### config.mk
export PLATFORM = sky130hd
export DESIGN_NAME = ctc_top
export DESIGN_NICKNAME = d
export VERILOG_FILES = /design/src/pkg/ctc_pkg.sv /design/src/rtl/ctc_top.sv /design/src/rtl/ctc_astop.sv
export VERILOG_INCLUDE_DIRS = /design/src /design/src/pkg
export SDC_FILE = /design/constraint.sdc
export NUM_CORES = 1
export LEC_CHECK = 0
export ABC_AREA = 1
export BUFFER_PORTS_ARGS = -buffer_cell sky130_fd_sc_hd__buf_4
export CORE_MARGIN = 1.5
export CORE_UTILIZATION = 40
export DETAILED_ROUTE_END_ITERATION = 12
export HOLD_SLACK_MARGIN = 0.06
export PLACE_DENSITY_LB_ADDON = 0.2
export SYNTH_ARGS = -nofsm -noshare
export SYNTH_HDL_FRONTEND = slang
export SYNTH_SLANG_ARGS = --single-unit
### constraint.sdc
create_clock -name CORE_CLK_I -period 2.2 [get_ports CORE_CLK_I]
set_input_delay 0.11 -clock CORE_CLK_I [delete_from_list [all_inputs] [get_ports CORE_CLK_I]]
set_output_delay 0.11 -clock CORE_CLK_I [all_outputs]
set_load 0.05 [all_outputs]
### src/pkg/ctc_cfg.svh
`ifndef CTC_CFG_SVH
`define CTC_CFG_SVH
// ==========================================
// Register offsets on the parallel bus (local choice, 4-bit address)
`define CTC_ADDR_MODE 4'h0
`define CTC_ADDR_RLD_HIGH 4'h1
`define CTC_ADDR_RLD_MID 4'h2
`define CTC_ADDR_RLD_LOW 4'h3
`define CTC_ADDR_STATUS 4'h4
// Status write: a one in these bit positions clears the matching flag
`define CTC_CLR_LOW_BIT 0
`define CTC_CLR_HIGH_BIT 1
// ==========================================
// Configuration codes
`define CTC_CODE_STOP 8'h00
`define CTC_CODE_L_SB 8'h05
`define CTC_CODE_H_SW 8'h61
`define CTC_CODE_HSW_LSB 8'h65
`define CTC_CODE_W_SW 8'h68
`define CTC_CODE_H_SB 8'h71
`define CTC_CODE_HSB_LSB 8'h75
`define CTC_CODE_W_SB 8'h7C
`define CTC_CODE_L_AS 8'h85
`define CTC_CODE_HSW_LAS 8'hE5
`define CTC_CODE_HAS 8'hF1
`define CTC_CODE_HAS_LAS 8'hF5
// ==========================================
// Reset values and counts
`define CTC_RST_BYTE 8'h00
`define CTC_AUTOSTOP_ETU 4'hC
`define CTC_ZERO8 8'h00
`define CTC_ZERO16 16'h0000
`define CTC_ZERO24 24'h00_0000
`define CTC_ONE8 8'h01
`define CTC_ONE16 16'h0001
`define CTC_ONE24 24'h00_0001
`define CTC_ONE4 4'h1
`define CTC_ZERO4 4'h0
`endif

### src/pkg/ctc_pkg.sv
package ctc_pkg;
    // Per-stage operating mode decoded from the code
    typedef enum logic [2:0]
    {
        CTC_OFF = 3'b000,
        CTC_SW = 3'b001,
        CTC_SB = 3'b010,
        CTC_SB_RELOAD = 3'b011,
        CTC_SB_ASTOP = 3'b100
    } ctc_mode_t;
    // Decoded configuration of the whole counter
    typedef struct packed
    {
        logic wide;
        ctc_mode_t high_mode;
        ctc_mode_t low_mode;
        logic low_astop_rx;
        logic high_astop_rx;
    } ctc_cfg_t;
    // Event inputs from the UART side
    typedef struct packed
    {
        logic etu_tick;
        logic start_bit;
        logic receive_direction;
        logic card_active;
    } ctc_evt_t;
endpackage

### src/rtl/ctc_top.sv
`timescale 1ns/1ps
`include "ctc_cfg.svh"
module ctc_top
(
    // Clock and reset
    input wire logic CORE_CLK_I,
    input wire logic RESET_I,
    // Parallel register bus
    input wire logic [3:0] BUS_ADDR_I,
    input wire logic BUS_WR_I,
    input wire logic [7:0] BUS_WDATA_I,
    output logic [7:0] BUS_RDATA_O,
    // UART side events
    input wire logic ETU_TICK_I,
    input wire logic START_BIT_I,
    input wire logic RECEIVE_DIRECTION_I,
    input wire logic CARD_ACTIVE_I,
    // Timeout results
    output logic LOW_TIMEOUT_O,
    output logic HIGH_TIMEOUT_O,
    output logic TIMEOUT_IRQ_O
);
    // ==========================================
    // Configuration decode
    function automatic ctc_pkg::ctc_cfg_t decode(input logic [7:0] code);
        ctc_pkg::ctc_cfg_t c;
        // Fields: wide, upper mode, low mode, low auto-stop, upper auto-stop
        case (code)
            `CTC_CODE_L_SB: c = '{1'b0, ctc_pkg::CTC_OFF, ctc_pkg::CTC_SB_RELOAD, 1'b0, 1'b0};
            `CTC_CODE_H_SW: c = '{1'b0, ctc_pkg::CTC_SW, ctc_pkg::CTC_OFF, 1'b0, 1'b0};
            `CTC_CODE_HSW_LSB: c = '{1'b0, ctc_pkg::CTC_SW, ctc_pkg::CTC_SB_RELOAD, 1'b0, 1'b0};
            `CTC_CODE_W_SW: c = '{1'b1, ctc_pkg::CTC_SW, ctc_pkg::CTC_OFF, 1'b0, 1'b0};
            `CTC_CODE_H_SB: c = '{1'b0, ctc_pkg::CTC_SB, ctc_pkg::CTC_OFF, 1'b0, 1'b0};
            `CTC_CODE_HSB_LSB: c = '{1'b0, ctc_pkg::CTC_SB, ctc_pkg::CTC_SB_RELOAD, 1'b0, 1'b0};
            `CTC_CODE_W_SB: c = '{1'b1, ctc_pkg::CTC_SB, ctc_pkg::CTC_OFF, 1'b0, 1'b0};
            `CTC_CODE_L_AS: c = '{1'b0, ctc_pkg::CTC_OFF, ctc_pkg::CTC_SB_RELOAD, 1'b1, 1'b0};
            `CTC_CODE_HSW_LAS: c = '{1'b0, ctc_pkg::CTC_SW, ctc_pkg::CTC_SB_RELOAD, 1'b1, 1'b0};
            `CTC_CODE_HAS: c = '{1'b0, ctc_pkg::CTC_SB, ctc_pkg::CTC_OFF, 1'b0, 1'b1};
            `CTC_CODE_HAS_LAS: c = '{1'b0, ctc_pkg::CTC_SB, ctc_pkg::CTC_SB_RELOAD, 1'b1, 1'b1};
            default: c = '{1'b0, ctc_pkg::CTC_OFF, ctc_pkg::CTC_OFF, 1'b0, 1'b0};
        endcase
        return c;
    endfunction

    // ==========================================
    // Input synchronisers for the card I/O start detect and status
    ctc_pkg::ctc_evt_t evt_meta_reg;
    ctc_pkg::ctc_evt_t evt_reg;
    always_ff @(posedge CORE_CLK_I)
    begin
        if (RESET_I)
        begin
            evt_meta_reg <= '0;
            evt_reg <= '0;
        end
        else
        begin
            evt_meta_reg <= '{ETU_TICK_I, START_BIT_I, RECEIVE_DIRECTION_I, CARD_ACTIVE_I};
            evt_reg <= evt_meta_reg;
        end
    end
    logic tick, sbit;
    assign tick = evt_reg.etu_tick && evt_reg.card_active;
    assign sbit = evt_reg.start_bit && evt_reg.card_active;
    // ==========================================
    // Register file
    logic [7:0] mode_reg, rld_high_reg, rld_mid_reg, rld_low_reg;
    logic mode_wr;
    assign mode_wr = BUS_WR_I && (BUS_ADDR_I == `CTC_ADDR_MODE);
    // Host writes; low reload honoured only by host discipline
    always_ff @(posedge CORE_CLK_I)
    begin
        if (RESET_I)
        begin
            mode_reg <= `CTC_RST_BYTE;
            rld_high_reg <= `CTC_RST_BYTE;
            rld_mid_reg <= `CTC_RST_BYTE;
            rld_low_reg <= `CTC_RST_BYTE;
        end
        else if (BUS_WR_I)
        begin
            case (BUS_ADDR_I)
                `CTC_ADDR_MODE: mode_reg <= BUS_WDATA_I;
                `CTC_ADDR_RLD_HIGH: rld_high_reg <= BUS_WDATA_I;
                `CTC_ADDR_RLD_MID: rld_mid_reg <= BUS_WDATA_I;
                `CTC_ADDR_RLD_LOW: rld_low_reg <= BUS_WDATA_I;
                default: ;
            endcase
        end
    end
    ctc_pkg::ctc_cfg_t cfg, new_cfg;
    assign cfg = decode(mode_reg);
    assign new_cfg = decode(BUS_WDATA_I);
    // ==========================================
    // Counters: upper pair, optional low stage joined in wide mode
    logic [15:0] high_cnt_reg;
    logic [7:0] low_cnt_reg;
    logic [23:0] wide_cnt;
    logic high_run_reg, low_run_reg, high_tc, low_tc, low_expire, high_expire, sw_start;
    assign wide_cnt = {high_cnt_reg, low_cnt_reg};
    assign high_tc = high_run_reg && tick &&
        (cfg.wide ? (wide_cnt == `CTC_ONE24) : (high_cnt_reg == `CTC_ONE16));
    assign low_tc = low_run_reg && tick && (low_cnt_reg == `CTC_ONE8);
    // A compatible software code written mid-count does not restart it
    assign sw_start = mode_wr && (new_cfg.high_mode == ctc_pkg::CTC_SW) &&
        !(high_run_reg && cfg.high_mode == ctc_pkg::CTC_SW && new_cfg.wide == cfg.wide);

    ctc_astop u_low_astop
    (
        .clk_i(CORE_CLK_I),
        .rst_i(RESET_I),
        .arm_i(cfg.low_astop_rx && evt_reg.receive_direction),
        .start_i(sbit),
        .tick_i(tick),
        .expire_o(low_expire)
    );
    ctc_astop u_high_astop
    (
        .clk_i(CORE_CLK_I),
        .rst_i(RESET_I),
        .arm_i(cfg.high_astop_rx && evt_reg.receive_direction),
        .start_i(sbit),
        .tick_i(tick),
        .expire_o(high_expire)
    );

    // Upper (or wide) counter
    always_ff @(posedge CORE_CLK_I)
    begin
        if (RESET_I)
        begin
            high_cnt_reg <= `CTC_ZERO16;
            high_run_reg <= 1'b0;
        end
        else if (mode_wr && new_cfg.high_mode == ctc_pkg::CTC_OFF)
            high_run_reg <= 1'b0;
        else if (sw_start)
        begin
            high_cnt_reg <= {rld_high_reg, rld_mid_reg};
            high_run_reg <= 1'b1;
        end
        else if (cfg.high_mode == ctc_pkg::CTC_SB && sbit && !high_expire)
        begin
            high_cnt_reg <= {rld_high_reg, rld_mid_reg};
            high_run_reg <= 1'b1;
        end
        else if (high_tc || high_expire)
            high_run_reg <= 1'b0;
        else if (high_run_reg && tick)
        begin
            if (cfg.wide)
                high_cnt_reg <= wide_cnt[23:8] - {15'h0000, (low_cnt_reg == `CTC_ZERO8)};
            else
                high_cnt_reg <= high_cnt_reg - `CTC_ONE16;
        end
    end

    // Low stage: own 8-bit counter, or low byte of the wide counter
    always_ff @(posedge CORE_CLK_I)
    begin
        if (RESET_I)
        begin
            low_cnt_reg <= `CTC_ZERO8;
            low_run_reg <= 1'b0;
        end
        else if (cfg.wide || (mode_wr && new_cfg.wide))
        begin
            low_run_reg <= 1'b0;
            if (sw_start || (cfg.high_mode == ctc_pkg::CTC_SB && sbit))
                low_cnt_reg <= rld_low_reg;
            else if (high_run_reg && tick && !high_tc)
                low_cnt_reg <= low_cnt_reg - `CTC_ONE8;
        end
        else if (mode_wr && new_cfg.low_mode == ctc_pkg::CTC_OFF)
            low_run_reg <= 1'b0;
        else if (cfg.low_mode == ctc_pkg::CTC_SB_RELOAD && sbit && !low_run_reg && !low_expire)
        begin
            low_cnt_reg <= rld_low_reg;
            low_run_reg <= 1'b1;
        end
        else if (low_expire)
            low_run_reg <= 1'b0;
        else if (low_tc)
            low_cnt_reg <= rld_low_reg;
        else if (low_run_reg && tick)
            low_cnt_reg <= low_cnt_reg - `CTC_ONE8;
    end

    // ==========================================
    // Timeout flags, cleared by writing ones to the status register; a read does not clear them
    logic clr_wr;
    assign clr_wr = BUS_WR_I && (BUS_ADDR_I == `CTC_ADDR_STATUS);
    always_ff @(posedge CORE_CLK_I)
    begin
        if (RESET_I)
        begin
            LOW_TIMEOUT_O <= 1'b0;
            HIGH_TIMEOUT_O <= 1'b0;
            TIMEOUT_IRQ_O <= 1'b0;
        end
        else
        begin
            // Set wins over clear so no terminal count is lost
            LOW_TIMEOUT_O <= low_tc || (LOW_TIMEOUT_O && !(clr_wr && BUS_WDATA_I[`CTC_CLR_LOW_BIT]));
            HIGH_TIMEOUT_O <= high_tc || (HIGH_TIMEOUT_O && !(clr_wr && BUS_WDATA_I[`CTC_CLR_HIGH_BIT]));
            TIMEOUT_IRQ_O <= low_tc || high_tc ||
                ((LOW_TIMEOUT_O && !(clr_wr && BUS_WDATA_I[`CTC_CLR_LOW_BIT])) ||
                 (HIGH_TIMEOUT_O && !(clr_wr && BUS_WDATA_I[`CTC_CLR_HIGH_BIT])));
        end
    end

    // Registered read data
    always_ff @(posedge CORE_CLK_I)
    begin
        if (RESET_I)
            BUS_RDATA_O <= `CTC_RST_BYTE;
        else
        begin
            case (BUS_ADDR_I)
                `CTC_ADDR_MODE: BUS_RDATA_O <= mode_reg;
                `CTC_ADDR_RLD_HIGH: BUS_RDATA_O <= rld_high_reg;
                `CTC_ADDR_RLD_MID: BUS_RDATA_O <= rld_mid_reg;
                `CTC_ADDR_RLD_LOW: BUS_RDATA_O <= rld_low_reg;
                `CTC_ADDR_STATUS: BUS_RDATA_O <= {4'h0, high_run_reg, low_run_reg, HIGH_TIMEOUT_O, LOW_TIMEOUT_O};
                default: BUS_RDATA_O <= `CTC_RST_BYTE;
            endcase
        end
    end
endmodule // ctc_top

### src/rtl/ctc_astop.sv
`timescale 1ns/1ps
`include "ctc_cfg.svh"
// ==========================================
// Twelve-ETU auto-stop window after the first received start bit
module ctc_astop
(
    // Clock and reset
    input wire logic clk_i,
    input wire logic rst_i,
    // Control
    input wire logic arm_i,
    input wire logic start_i,
    input wire logic tick_i,
    // Result
    output logic expire_o
);
    logic [3:0] cnt_reg;
    logic run_reg;
    logic done_reg;
    // Counts ETUs once the first start bit opens the window
    always_ff @(posedge clk_i)
    begin
        if (rst_i || !arm_i)
        begin
            cnt_reg <= `CTC_ZERO4;
            run_reg <= 1'b0;
            done_reg <= 1'b0;
        end
        else if (start_i && !run_reg && !done_reg)
        begin
            run_reg <= 1'b1;
            cnt_reg <= `CTC_ZERO4;
        end
        else if (run_reg && tick_i)
        begin
            cnt_reg <= cnt_reg + `CTC_ONE4;
            if (cnt_reg == `CTC_AUTOSTOP_ETU - `CTC_ONE4)
            begin
                run_reg <= 1'b0;
                done_reg <= 1'b1;
            end
        end
    end
    // One-cycle expiry pulse at the end of the 12th ETU
    assign expire_o = run_reg && tick_i && (cnt_reg == `CTC_AUTOSTOP_ETU - `CTC_ONE4);
endmodule // ctc_astop

==> run_results.csv <==
group,metric,value,unit
worst_setup_path,crit_path_start_kind,"flop",
pwr,p_per_area,513,nW/um2
die,rows,43,
logic_synthesis,synth_top_family_by_area,"simple AND/OR/NAND/NOR gates",
layout,register_area,1780,um2
logic_synthesis,synthCells,942,
die,core-area,13900,um2
grt,antenna_found_initial,0,
route,dr.first_iter.drc_count,349,
clock_tree,cts_buffers,9,
die,die_area,15100,um2
clock_tree,htreeDepth,3,
grt,grt_overflow,0,
logic_synthesis,yosysMostFrequentCell,"nand2_1",
logic_synthesis,syn-num-nets,970,
hold_path,worstHoldStart,"BUS_WR_I",
logic_synthesis,ys_async_sr_fraction,0,%
clock_tree,clock_latency,0.36,ns
grt,grt_pass1_vias,5369,
run,maxCapViolCount,0,
layout,areaGrowthSynthToFinish,15.8,%
die,die_w,123,um
logic_synthesis,yosys.area.top_type,"dfxtp_1",
timing,rsz0062_at_grt,"true",
pwr,p_leak,3.26,nW
timing,clock.fmax,489,MHz
grt,grt_max_degree,38,
clock_tree,clkSinkCount,89,
layout,drive_gt1_share,12.8,%
worst_setup_path,worstSetupStartpoint,"low_cnt_reg[0]",
logic_synthesis,seq_area_frac_synth,31.1,%
route,num_vias,5883,
clock_tree,clkTransAtPathRegs,0.07,ns
grt,grt_pass1_wl,27200,um
worst_setup_path,cp_max_fo,3,
run_status,status,"completed",
logic_synthesis,ys_types,38,
layout,final_nets,1015,
layout,multi_input_area,3360,um2
worst_setup_path,cp-end-kind,"flop",
route,met3RoutedLength,906,um
die,io_pins,30,
logic_synthesis,ys.flop_type,"dfxtp_1",
route,finalWirelength,16700,um
timing,fin_worst_skew,0.00941,ns
logic_synthesis,ys_seq_elements,89,
timing,slew_headroom,58.7,%
hold_path,worstHoldPathType,"in2reg",
grt,grtUsageTotal,23.4,%
placed_design,place_inst,1152,
worst_setup_path,path_class,"reg2reg",
clock_tree,cts-root-buf,"clkbuf_16",
logic_synthesis,yosys-top-cells-area,"dfxtp_1 (31%), nand2_1 (18%), nor2_1 (10%)",
clock_tree,clk_path_buf_depth,2,
route,ant_nets,0,
clock_tree,cts_tree,"done",
layout,antenna_cells,0,
timing,post-route-period-util,93.0,%
logic_synthesis,yosys.area.top_type_share,31.1,%
timing,fin_crit,2.05,ns
logic_synthesis,synth_edf_count,0,
placed_design,gp_congestion,0.942,
die,die_h,123,um
route,drc_errors,0,
logic_synthesis,synth_compound_area_share,12.1,%
placed_design,place_hpwl,12600,um
layout,largest_reg_flops,16,
route,wl_met2,7400,um
die,start_util,41.1,%
route,met1_length,8050,um
logic_synthesis,synth-adder-area-share,1.97,%
worst_setup_path,cp.arrival,2.31,ns
worst_setup_path,critPathRequiredTime,2.46,ns
timing,final-hold-violation-count,0,
logic_synthesis,synth.area.mux_share,0.175,%
timing,tightest_slew,0.620,ns
timing,maxSlewViolCount,0,
pwr,ir_drop,0.339,mV
route,firstDrtPassIters,6,
route,wl_per_cell,14.2,um
worst_setup_path,r2r_start,"low_cnt_reg[0]",
layout,final_cell_count_no_fill,1172,
layout,num-fill-cells,1522,
placed_design,port_buffers,29,
logic_synthesis,synth_area,5730,um2
logic_synthesis,synth-simple-area-share,40.2,%
logic_synthesis,avgSynthCellArea,6.08,um2
logic_synthesis,synth-xor-area-share,3.52,%
logic_synthesis,synth_common_cells,"nand2_1 (273), nor2_1 (155), inv_1 (106)",
pwr,power,3.40,mW
timing,setup_viol,0,
logic_synthesis,yosysWarnings,0,
route,via_per_inst,5.02,
route,routed.top_layer,"met4",
## power breakdown
group	internal, mW	leakage [nW]	switching [mW]
sequential	1.63	0.721	0.0153
combinational	0.0649	2.40	0.120
clock	0.801	0.139	0.773
total	2.50	3.26	0.908
## cell type report
class                           instances  area share (%)
Clock inverter                          7            1.08
Timing Repair Buffer                   64            7.89
Tap cell                              180            3.40
Clock buffer                            9            3.40
Inverter                              118            6.75
Sequential cell                        89            26.9
Multi-Input combinational cell        705            50.6
## metal layers
layer	track usage, %	up-vias
met3	3.90	22
met4	8.21	0
met1	32.6	2640
li1	-	3071
met5	0	-
met2	36.1	150
## critical path: stages, from the launching register on
cell and delay [ns]:
dfxtp_1 0.33, inv_1 0.07, ha_1 0.14, nand2_1 0.06, nor2_2 0.13, ha_2 0.20, ha_2 0.20, inv_1 0.06
nor2_1 0.16, nand2_1 0.09, xor2_1 0.15, nand2_1 0.06, nand2_1 0.04, nor2_1 0.09, nor2_1 0.05, nor2_1 0.08
nor2_1 0.04
## cell usage in the layout, fill, tap and decap left out, types with 3 or more instances in the layout
cell | netlist | routed
nor3_1 | 6 | 6
nand3b_1 | 7 | 7
inv_1 | 106 | 105
nor2_2 | 8 | 12
dlygate4sd3_1 | 0 | 4
a221oi_1 | 8 | 8
nand2_1 | 273 | 269
clkbuf_16 | 0 | 9
buf_4 | 4 | 57
nand2_2 | 7 | 10
a21oi_1 | 57 | 57
nor2_1 | 155 | 150
clkinv_1 | 3 | 3
or2_2 | 4 | 4
xor2_1 | 21 | 21
nand3_1 | 60 | 60
nand4_1 | 15 | 15
o21ai_0 | 49 | 49
ha_1 | 9 | 7
o21ai_1 | 4 | 4
o22ai_1 | 6 | 6
dfxtp_1 | 89 | 87
nand2_4 | 2 | 3
inv_2 | 8 | 8
## stage by stage
| step | area [um2] | TNS (ns) | hold WS (ns) | util (%) | worst slack, ns |
|---|---|---|---|---|---|
| detailed placement | 6250 | 0 | 0.319 | 44.8 | 0.101 |
| floorplan | 5730 | 0 | 0.217 | - | 0.220 |
| CTS | 6580 | 0 | 0.0715 | 47.2 | 0.0767 |
| global placement | 6250 | 0 | 0.315 | 44.8 | 0.129 |
| global route | 6630 | -0.105 | 0.0888 | 47.6 | -0.0359 |
| finish | 6630 | 0 | 0.0774 | 47.6 | 0.155 |
## worst paths after layout
kind | end | slack [ns] | cells after the start
setup / recovery | high_cnt_reg[14] | 0.15 | 16
hold / removal | rld_low_reg[7] | 0.08 | 3
setup reg to reg | high_cnt_reg[14] | 0.15 | 16
hold reg to reg | evt_reg[3] | 0.40 | 2
## cells by family (layout without fill, tap and decap cells)
family                     after synthesis  in the layout
AOI/OAI and AO/OA                      128            128
xor gates and xnor gates                23             23
adders and majority gates                9              9
buffers and inverters                  148            198
DFF                                     89             89
muxes                                    1              1
and+or+nand+nor                        544            544
## what timing repair did
| action | 4_1_cts | 5_1_grt |
|---|---|---|
| setup endpoints to repair | 0 | 25 |
| gates resized for setup | 0 | 19 |
| hold endpoints to repair | 4 | 0 |
| setup buffers | 0 | 0 |
| hold buffers | 4 | 0 |
Note: power is estimated with default switching activity, not from simulation.
